<file path="src/trb_defs.vh">
// Offsets, field positions and constants of the telemetry read-back bank.
// Summary of operation
// - Status bit0 overvoltage, bit1 undervoltage comparator.
// - Status bit3 sense short, bit2 output short.
// - Latched restart causes in bits 15,12,11,10,9.
// - Latch-off flag bit7, causes bits 6,4,2,1,0.
// - Latched bit5 set on supply-off command.
// - Average current: 16-sample mean, bits 7:0.
// - Average voltage: 16-sample mean, bits 11:0.
`ifndef TRB_DEFS_VH
`define TRB_DEFS_VH
`define TRB_OFF_STATUS 8'h14
`define TRB_OFF_LATCHED 8'h16
`define TRB_OFF_INTR 8'h18
`define TRB_OFF_AVGI 8'h1A
`define TRB_OFF_AVGV 8'h1C
`define TRB_OFF_DAC 8'h5C
`define TRB_READ_PORT 8'h80
`define TRB_AVG_LOG2 4
`define TRB_ST_OV 0
`define TRB_ST_UV 1
`define TRB_ST_OSHORT 2
`define TRB_ST_SSHORT 3
`define TRB_ST_HI10 4
`define TRB_ST_BLEED 5
`define TRB_ST_OTP 9
`define TRB_ST_FSW 12
`define TRB_ST_DIS 13
`define TRB_ST_READY 14
`define TRB_ST_INTEN 15
`define TRB_LA_BPS 0
`define TRB_LA_LO_UV 1
`define TRB_LA_LO_OV 2
`define TRB_LA_LO_SSH 4
`define TRB_LA_PSUOFF 5
`define TRB_LA_LO_OVL 6
`define TRB_LA_LO 7
`define TRB_LA_AR_UV 9
`define TRB_LA_AR_OV 10
`define TRB_LA_AR_OSH 11
`define TRB_LA_AR_SSH 12
`define TRB_LA_AR_OVL 15
`define TRB_INT_MASK_SHIFT 8
`endif

</file>
<file path="src/trb_average.v">
// Sliding mean over the last sixteen samples of one measurement.
`timescale 1ns/1ps
`default_nettype none
module trb_average #(
  parameter WIDTH = 8,
  parameter LOG2N = 4
) (
  input wire clk,
  input wire rst,
  input wire sampleValid,
  input wire [WIDTH-1:0] sampleIn,
  output reg [WIDTH-1:0] meanOut
);
  localparam N = 1 << LOG2N;
  localparam SW = WIDTH + LOG2N;
  reg [WIDTH-1:0] histReg [0:N-1];
  reg [LOG2N-1:0] ptrReg;
  reg [SW-1:0] sumReg;
  wire [SW-1:0] sumNext;
  integer i;
  // Running sum: add the new sample, drop the oldest, so no adder tree is needed.
  assign sumNext = sumReg + {{LOG2N{1'b0}}, sampleIn} - {{LOG2N{1'b0}}, histReg[ptrReg]};
  always @(posedge clk) begin
    if (rst) begin
      for (i = 0; i < N; i = i + 1) begin
        histReg[i] <= {WIDTH{1'b0}};
      end
      ptrReg <= {LOG2N{1'b0}};
      sumReg <= {SW{1'b0}};
      meanOut <= {WIDTH{1'b0}};
    end else if (sampleValid) begin
      histReg[ptrReg] <= sampleIn;
      ptrReg <= ptrReg + 1'b1;
      sumReg <= sumNext;
      meanOut <= sumNext[SW-1:LOG2N];
    end
  end
endmodule // trb_average
`default_nettype wire

</file>
<file path="src/trb_telemetry_bank.v">
// Telemetry read-back bank: status, latched faults, interrupts, averages.
`timescale 1ns/1ps
`default_nettype none
`include "trb_defs.vh"
module trb_telemetry_bank #(
  parameter IW = 8,
  parameter VW = 12
) (
  input wire clk,
  input wire rst,
  input wire overvoltageCompareFlag,
  input wire undervoltageCompareFlag,
  input wire outputShortFlag,
  input wire sensePinShortFlag,
  input wire outputAbove110Flag,
  input wire weakBleederFlag,
  input wire overTempFlag,
  input wire highSwitchFreqFlag,
  input wire dischargeFlag,
  input wire systemReadyFlag,
  input wire interruptEnableFlag,
  input wire overloadRestartCause,
  input wire senseShortRestartCause,
  input wire outputShortRestartCause,
  input wire overvoltageRestartCause,
  input wire undervoltageRestartCause,
  input wire overloadLatchoffCause,
  input wire senseShortLatchoffCause,
  input wire overvoltageLatchoffCause,
  input wire undervoltageLatchoffCause,
  input wire supplyPinLatchoffCause,
  input wire supplyOffCommand,
  input wire latchClear,
  input wire [6:0] interruptMask,
  input wire [15:0] voltageDacSetting,
  input wire currentSampleValid,
  input wire [IW-1:0] measuredCurrentWord,
  input wire voltageSampleValid,
  input wire [VW-1:0] measuredVoltageWord,
  input wire subAddrWrite,
  input wire [7:0] subAddr,
  output reg [15:0] readData,
  output reg readHit
);
  // ---------------------------------------------------------------
  // Input synchronisers
  // ---------------------------------------------------------------
  // Fault pins come from analog comparators, so each passes two flops.
  localparam NS = 22;
  wire [NS-1:0] rawIn = {overvoltageCompareFlag, undervoltageCompareFlag, outputShortFlag,
    sensePinShortFlag, outputAbove110Flag, weakBleederFlag, overTempFlag, highSwitchFreqFlag,
    dischargeFlag, systemReadyFlag, interruptEnableFlag, overloadRestartCause,
    senseShortRestartCause, outputShortRestartCause, overvoltageRestartCause,
    undervoltageRestartCause, overloadLatchoffCause, senseShortLatchoffCause,
    overvoltageLatchoffCause, undervoltageLatchoffCause, supplyPinLatchoffCause, supplyOffCommand};
  reg [NS-1:0] syncAReg;
  reg [NS-1:0] syncBReg;
  always @(posedge clk) begin
    if (rst) begin
      syncAReg <= {NS{1'b0}};
      syncBReg <= {NS{1'b0}};
    end else begin
      syncAReg <= rawIn;
      syncBReg <= syncAReg;
    end
  end
  wire sOv = syncBReg[21];
  wire sUv = syncBReg[20];
  wire sOsh = syncBReg[19];
  wire sSsh = syncBReg[18];
  wire sHi10 = syncBReg[17];
  wire sBleed = syncBReg[16];
  wire sOtp = syncBReg[15];
  wire sFsw = syncBReg[14];
  wire sDis = syncBReg[13];
  wire sReady = syncBReg[12];
  wire sIntEn = syncBReg[11];
  // Cause inputs in latched-word order.
  wire [9:0] causeIn = syncBReg[10:1];
  wire sPsuOff = syncBReg[0];

  // ---------------------------------------------------------------
  // Instantaneous status word
  // ---------------------------------------------------------------
  reg [15:0] statusNext;
  always @* begin
    statusNext = 16'h0000;
    statusNext[`TRB_ST_OV] = sOv;
    statusNext[`TRB_ST_UV] = sUv;
    statusNext[`TRB_ST_OSHORT] = sOsh;
    statusNext[`TRB_ST_SSHORT] = sSsh;
    statusNext[`TRB_ST_HI10] = sHi10;
    statusNext[`TRB_ST_BLEED] = sBleed;
    statusNext[`TRB_ST_OTP] = sOtp;
    statusNext[`TRB_ST_FSW] = sFsw;
    statusNext[`TRB_ST_DIS] = sDis;
    statusNext[`TRB_ST_READY] = sReady;
    statusNext[`TRB_ST_INTEN] = sIntEn;
  end

  // ---------------------------------------------------------------
  // Latched fault word
  // ---------------------------------------------------------------
  // A new event in the clear cycle still sets its bit: set beats clear.
  reg [15:0] latchedReg;
  reg [15:0] latchSet;
  always @* begin
    latchSet = 16'h0000;
    latchSet[`TRB_LA_AR_OVL] = causeIn[9];
    latchSet[`TRB_LA_AR_SSH] = causeIn[8];
    latchSet[`TRB_LA_AR_OSH] = causeIn[7];
    latchSet[`TRB_LA_AR_OV] = causeIn[6];
    latchSet[`TRB_LA_AR_UV] = causeIn[5];
    latchSet[`TRB_LA_LO_OVL] = causeIn[4];
    latchSet[`TRB_LA_LO_SSH] = causeIn[3];
    latchSet[`TRB_LA_LO_OV] = causeIn[2];
    latchSet[`TRB_LA_LO_UV] = causeIn[1];
    latchSet[`TRB_LA_BPS] = causeIn[0];
    latchSet[`TRB_LA_LO] = |causeIn[4:0];
    latchSet[`TRB_LA_PSUOFF] = sPsuOff;
  end
  always @(posedge clk) begin
    if (rst) begin
      latchedReg <= 16'h0000;
    end else if (latchClear) begin
      latchedReg <= latchSet;
    end else begin
      latchedReg <= latchedReg | latchSet;
    end
  end

  // ---------------------------------------------------------------
  // Interrupt word
  // ---------------------------------------------------------------
  // Bit 4 has no documented source and stays zero; bit 5 is any latch-off.
  reg [6:0] intCause;
  always @* begin
    intCause = {sReady, latchedReg[`TRB_LA_LO], 1'b0, sSsh, sOsh, sUv, sOv};
  end
  wire [15:0] intWord = {1'b0, interruptMask, 1'b0, intCause & interruptMask};

  // ---------------------------------------------------------------
  // Averages
  // ---------------------------------------------------------------
  wire [IW-1:0] avgCurrent;
  wire [VW-1:0] avgVoltage;
  reg [IW-1:0] curSyncA;
  reg [IW-1:0] curSyncB;
  reg [VW-1:0] volSyncA;
  reg [VW-1:0] volSyncB;
  reg [1:0] curVldReg;
  reg [1:0] volVldReg;
  // Sample words are captured two flops deep alongside their strobes.
  always @(posedge clk) begin
    if (rst) begin
      curSyncA <= {IW{1'b0}};
      curSyncB <= {IW{1'b0}};
      volSyncA <= {VW{1'b0}};
      volSyncB <= {VW{1'b0}};
      curVldReg <= 2'b00;
      volVldReg <= 2'b00;
    end else begin
      curSyncA <= measuredCurrentWord;
      curSyncB <= curSyncA;
      volSyncA <= measuredVoltageWord;
      volSyncB <= volSyncA;
      curVldReg <= {curVldReg[0], currentSampleValid};
      volVldReg <= {volVldReg[0], voltageSampleValid};
    end
  end
  trb_average #(.WIDTH(IW), .LOG2N(`TRB_AVG_LOG2)) uAvgI (
    .clk(clk),
    .rst(rst),
    .sampleValid(curVldReg[1]),
    .sampleIn(curSyncB),
    .meanOut(avgCurrent)
  );
  trb_average #(.WIDTH(VW), .LOG2N(`TRB_AVG_LOG2)) uAvgV (
    .clk(clk),
    .rst(rst),
    .sampleValid(volVldReg[1]),
    .sampleIn(volSyncB),
    .meanOut(avgVoltage)
  );

  // ---------------------------------------------------------------
  // Read-back port
  // ---------------------------------------------------------------
  // The sub-address is held, so repeated reads of the port return fresh data.
  reg [7:0] subAddrReg;
  reg [15:0] readNext;
  reg hitNext;
  always @(posedge clk) begin
    if (rst) begin
      subAddrReg <= 8'h00;
    end else if (subAddrWrite) begin
      subAddrReg <= subAddr;
    end
  end
  always @* begin
    readNext = 16'h0000;
    hitNext = 1'b1;
    case (subAddrReg)
      `TRB_OFF_STATUS: readNext = statusNext;
      `TRB_OFF_LATCHED: readNext = latchedReg;
      `TRB_OFF_INTR: readNext = intWord;
      `TRB_OFF_AVGI: readNext = {{(16-IW){1'b0}}, avgCurrent};
      `TRB_OFF_AVGV: readNext = {{(16-VW){1'b0}}, avgVoltage};
      `TRB_OFF_DAC: readNext = voltageDacSetting;
      default: hitNext = 1'b0;
    endcase
  end
  always @(posedge clk) begin
    if (rst) begin
      readData <= 16'h0000;
      readHit <= 1'b0;
    end else begin
      readData <= readNext;
      readHit <= hitNext;
    end
  end
endmodule // trb_telemetry_bank
`default_nettype wire

</file>
<file path="config.mk">
export PLATFORM = sky130hd
export DESIGN_NAME = trb_telemetry_bank
export DESIGN_NICKNAME = d
export VERILOG_FILES = /design/src/trb_average.v /design/src/trb_telemetry_bank.v
export VERILOG_INCLUDE_DIRS = /design/src /design/src/src
export SDC_FILE = /design/constraint.sdc
export NUM_CORES = 1
export LEC_CHECK = 0
export BUFFER_PORTS_ARGS = -buffer_cell sky130_fd_sc_hd__buf_2
export CAP_MARGIN = 30
export CORE_ASPECT_RATIO = 0.9
export CORE_MARGIN = 3
export CORE_UTILIZATION = 55
export DETAILED_ROUTE_END_ITERATION = 12
export PLACE_DENSITY = 0.72
export SLEW_MARGIN = 10
export SYNTH_ARGS = -nofsm -noshare
export SYNTH_HDL_FRONTEND = slang
export SYNTH_SLANG_ARGS = --single-unit
</file>
<file path="constraint.sdc">
create_clock -name clk -period 5.7 [get_ports clk]
set_input_delay 1.14 -clock clk [delete_from_list [all_inputs] [get_ports clk]]
set_output_delay 1.14 -clock clk [all_outputs]
set_load 0.03 [all_outputs]
</file>
# After elaboration in Yosys (flattened, before gate mapping)
# Memory sizes are Yosys's and may differ from the RTL's. A register that Yosys moved wholly into a read port is not among the register bits.
# Cells that the tools add are included.
# word_totals
regBits	185
latch_bits	0
mem_bits_rw	320
mem_bits_ro	0
input_bits	79
output_inout_bits	17
mem_count	2
# classes
n_addsub	6
multipliers	0
div_mod_pow	0
magnitude_cmp	0
eq_ne	6
shift	0
mux	21
n_bitwise	2
reduce_logical	5
# mem_list
name	words	word_bits	rd	rd_clocked_by_memory_dff	wr	line_no	rtl
uAvgV.histReg	16	12	1	1	16	trb_average.v:16	reg [WIDTH-1:0] histReg [0:N-1];
uAvgI.histReg	16	8	1	1	16	trb_average.v:16	
# op_table
op	n
one-hot mux 16 bit (6 select lines)	1
== test 8 x 5 -> 1 bit, second input constant	5
2-to-1 mux 4 bit	6
adder 16 x 12 -> 16 bit	1
2-to-1 mux 16 bit	1
bitwise OR 16 bit	1
subtractor 16 x 12 -> 16 bit	1
adder 12 x 8 -> 12 bit	1
2-to-1 mux 12 bit	1
OR reduction 12 bit	1
subtractor 12 x 8 -> 12 bit	1
2-to-1 mux 1 bit	11
adder 4 x 1 -> 4 bit, second input constant	2
== test 8 x 7 -> 1 bit, second input constant	1
2-to-1 mux 8 bit	1
OR reduction 8 bit	1
AND 7 bit	1
OR reduction 6 bit	1
OR reduction 5 bit	1
OR reduction 2 bit	1

# Depth between registers and ports, before layout
# logic_depth
word_depth	5
depth_mapped	15

# By module
# A second synthesis with hierarchy kept.
# hier_totals
hier_cells	1747
hier_area_um2	22286.4
# modules_own_cells
mod	n_inst	cells_each	area_per_inst_um2
trb_average at uAvgV	1	809	10745.3
trb_average at uAvgI	1	565	7469.7
trb_telemetry_bank	1	373	4071.4

# Worst setup path before layout
# No wires, ideal clock.
# synth_timing
path_type	register to register
start	register (tool-made name)
end	register uAvgV.sumReg[15]
setup_time_ns	0.123
arrival_time_ns	4.114
required_time_ns	5.577
setup_slack_ns	1.463
path_stages_with_launch	14
synth_period_minus_slack_ns	4.237
cell_sequence	dfxtp_1 buf_2 buf_2 mux4_2 mux4_2 fa_1 inv_1 ha_1 a21oi_1 o311a_1 nor3_1 o41ai_2 mux2i_1 mux2_1
# synth_rtl
item	line_no	rtl
end signal: assignment	trb_average.v:29	sumReg <= {SW{1'b0}};
end signal: assignment	trb_average.v:34	sumReg <= sumNext;
end: declaration	trb_average.v:18	reg [SW-1:0] sumReg;

==> reports/results.ini <==
[logic_synthesis]
synth_edf_count=320
yosys_warnings=0
syn_inst=1717
async_reset_ff_share_pct=0
syn_area_per_cell_um2=12.7
netlist-cell-type-count=69
synth_area_um2=21900
ys_seq_elements=489
seq_area_frac_synth_pct=59.4
synth_flop_cell=edfxtp_1
syn_nets=1852

[sta]
rsz0062_at_grt=no
finalCritPeriodShare_pct=80.6
maxSlewViolCount=0
finalHoldViolCount=0
worst_pin_slew_ns=0.933
fin_skew_ns=0.0151
final.setup.tns_ns=0
fmax_mhz=218
period_needed_ns=4.59
relSlewSlack_pct=37.6
setup_viol=0

[route]
drc=0
ant_nets=0
first_iter_violations=1378
wl_per_cell_um=22.7
avgViaCountPerCell=6.21
detail_route.wirelength_mm=52.7
vias=14400
drtPass1Iterations=7

[critical_path]
cp_data_arrival_time_ns=5.05
setup.worst_path.end_class=flop
crit_chain=buf_4 > mux4_2 > mux4_2 > fa_1 > inv_1 > ha_1 > nand2_1 > o311a_1 > nor3_1 > o41ai_2 > mux2i_1 > mux2_1
start_kind=flop
slowest_delay_ns=0.63
slowest_stage=dfxtp_4
cpMostUsedCell=mux4_2
cp_top_family=multiplexers
worstPathMaxFanout=20
path_buf_inv=2
crit_type=reg2reg
required_ns=6.16

[clock_network]
root_buffer=clkbuf_16
max-clock-path-buffers=3
clk_latency_ns=0.59
clk_pin_slew_ns=0.06
clock_sinks=489
numCtsBuffers=49
cts_resized=0
post_cts_buffers=0
htree_levels=2
postCtsHoldBufs=0
cts_tree=built

[power]
switching_share_pct=23.3
ir_drop_uv=241
seq_power_share_pct=49.4
p_comb_share_pct=9.1
totalPowerFinal_mw=8.04
power_density_nw_per_um2=328
pwr-share-clk_pct=41.5
intPower_mw=6.17
power.switching_mw=1.87
cellLeakagePower_nw=8.64

[final_layout]
fill_cells=2904
nNetsFinal=1890
seq_area_um2=13000
syn_to_final_growth_pct=11.9
final_cell_mix=edfxtp_1 (320), nor3_1 (236), dfxtp_1 (166), mux4_2 (100), buf_2 (94)
multi_input_area_um2=7940
fin_util_pct=63.1
drive_above_1_share_pct=20.8
layout_commonest_cell=edfxtp_1
diodes=0

[die]
fp.dieW_um=216
fp-row-count=68
core_um2=38800
initial_utilization_pct=56.4
die_area_um2=42200
die_h_um=195
io_pins=96

[run_status]
status=complete, no violations

[placed_design]
hpwlAfterDp_mm=33.1
io_buffers=95
gp_congestion=0.882

[job]
drv_cap=0

[grt]
grt_pass1_wl_mm=82.5
grt_max_degree=110
overflow=0
antenna_found_initial=1
grt_usage_pct=25.0
grt_pass1_vias=14200

[worst_hold_path]
hold_class=reg2reg

==> area by class of cell <==
cell class	instances	area share, %
Sequential cell	489	53.1
Multi-Input combinational cell	979	32.4
Clock buffer	77	6.30
Timing Repair Buffer	142	3.54
Tap cell	525	2.68
Inverter	94	1.44
Clock inverter	15	0.567
==> power groups by stage <==
stage / Combinational [mW] / Sequential, mW / Clock, mW
after floorplan: 0.552 / 4.00 / 0
after global placement: 0.705 / 4.04 / 0
after detailed placement: 0.720 / 4.05 / 0
after CTS: 0.728 / 3.97 / 3.37
after global routing: 0.811 / 3.99 / 3.50
final: 0.734 / 3.97 / 3.33
==> through the flow <==
stage	setup slack [ns]	hold slack (ns)	area, um^2	instances
global placement	1.28	0.419	22800	2225
finish	1.11	0.434	24500	2321
global route	0.875	0.450	24500	2321
CTS	1.08	0.436	24500	2318
detailed placement	1.13	0.422	22800	2226
floorplan	1.46	0.413	21900	1717
==> cell families (layout without fill, tap and decap cells) <==
group / Yosys count / in the layout / synth area share [%]
AOI/OAI and AO/OA: 144 / 144 / 4.52
xor gates and xnor gates: 13 / 13 / 0.520
adders and majority gates: 56 / 56 / 3.89
buffers and inverters: 249 / 328 / 4.42
DFF: 489 / 489 / 59.4
muxes: 123 / 123 / 11.4
and+or+nand+nor: 643 / 643 / 16.0
==> layer usage <==
layer	GRT usage [%]	share of wire (%)	wire, um	vias up
met1	36.8	42	22300	7176
met2	37.9	45	23800	707
met3	5.55	9.7	5090	99
met4	7.22	2.8	1470	2
met5	0	0.025	13	-
li1	-	-	-	6440
==> registers in the layout, summed over array words and instances (netlist names), named ones only <==
| register | cells |
|---|---|
| volVldReg | 2 |
| uAvgI.sumReg | 12 |
| curVldReg | 2 |
| readData | 16 |
| readHit | 1 |
| latchedReg | 12 |
| curSyncB | 8 |
| subAddrReg | 8 |
| uAvgV.ptrReg | 4 |
| syncAReg | 22 |
| uAvgV.histReg | 192 |
| uAvgI.histReg | 128 |
| uAvgI.ptrReg | 4 |
| curSyncA | 8 |
| volSyncB | 12 |
| volSyncA | 12 |
| syncBReg | 22 |
| uAvgV.sumReg | 16 |
==> cells in the mapped netlist, types with 3 or more instances <==
library cell | number | area (um^2)
nor2_1 | 86 | 323
a222oi_1 | 7 | 70.1
nand2b_1 | 9 | 56.3
ha_1 | 36 | 450
o21ai_0 | 15 | 75.1
and3_1 | 5 | 31.3
clkbuf_1 | 115 | 432
or3_1 | 7 | 43.8
nand3b_1 | 3 | 22.5
clkinv_1 | 18 | 67.6
a31oi_1 | 8 | 50.1
fa_1 | 20 | 400
a21oi_1 | 40 | 200
nor4_1 | 74 | 463
mux2i_1 | 20 | 200
mux4_2 | 100 | 2250
xor2_1 | 4 | 35.0
nand3_1 | 7 | 35.0
nor3_1 | 236 | 1180
a211oi_1 | 6 | 45.0
a21o_1 | 15 | 113
o21a_1 | 5 | 37.5
nand4_1 | 4 | 25.0
xnor2_1 | 9 | 78.8
buf_2 | 11 | 55.1
a22oi_1 | 18 | 135
nor2b_1 | 92 | 576
inv_1 | 76 | 285
dfxtp_1 | 169 | 3380
nand2_1 | 39 | 146
o311ai_0 | 3 | 26.3
a21o_2 | 3 | 26.3
and2_1 | 33 | 206
or2_2 | 33 | 206
buf_1 | 26 | 97.6
edfxtp_1 | 320 | 9610
==> path summary, 6_finish.rpt <==
check                              start                             to  slack (ns)  cells after the start
hold / removal    syncAReg[1]$_SDFF_PP0_         syncBReg[1]$_SDFF_PP0_        0.43                      1
setup / recovery                    flop  uAvgV.sumReg[15]$_SDFFE_PP0P_        1.11                     12
hold reg to reg   syncAReg[1]$_SDFF_PP0_         syncBReg[1]$_SDFF_PP0_        0.43                      1
setup reg to reg                    flop  uAvgV.sumReg[15]$_SDFFE_PP0P_        1.11                     12
(Power assumes the default switching activity.)
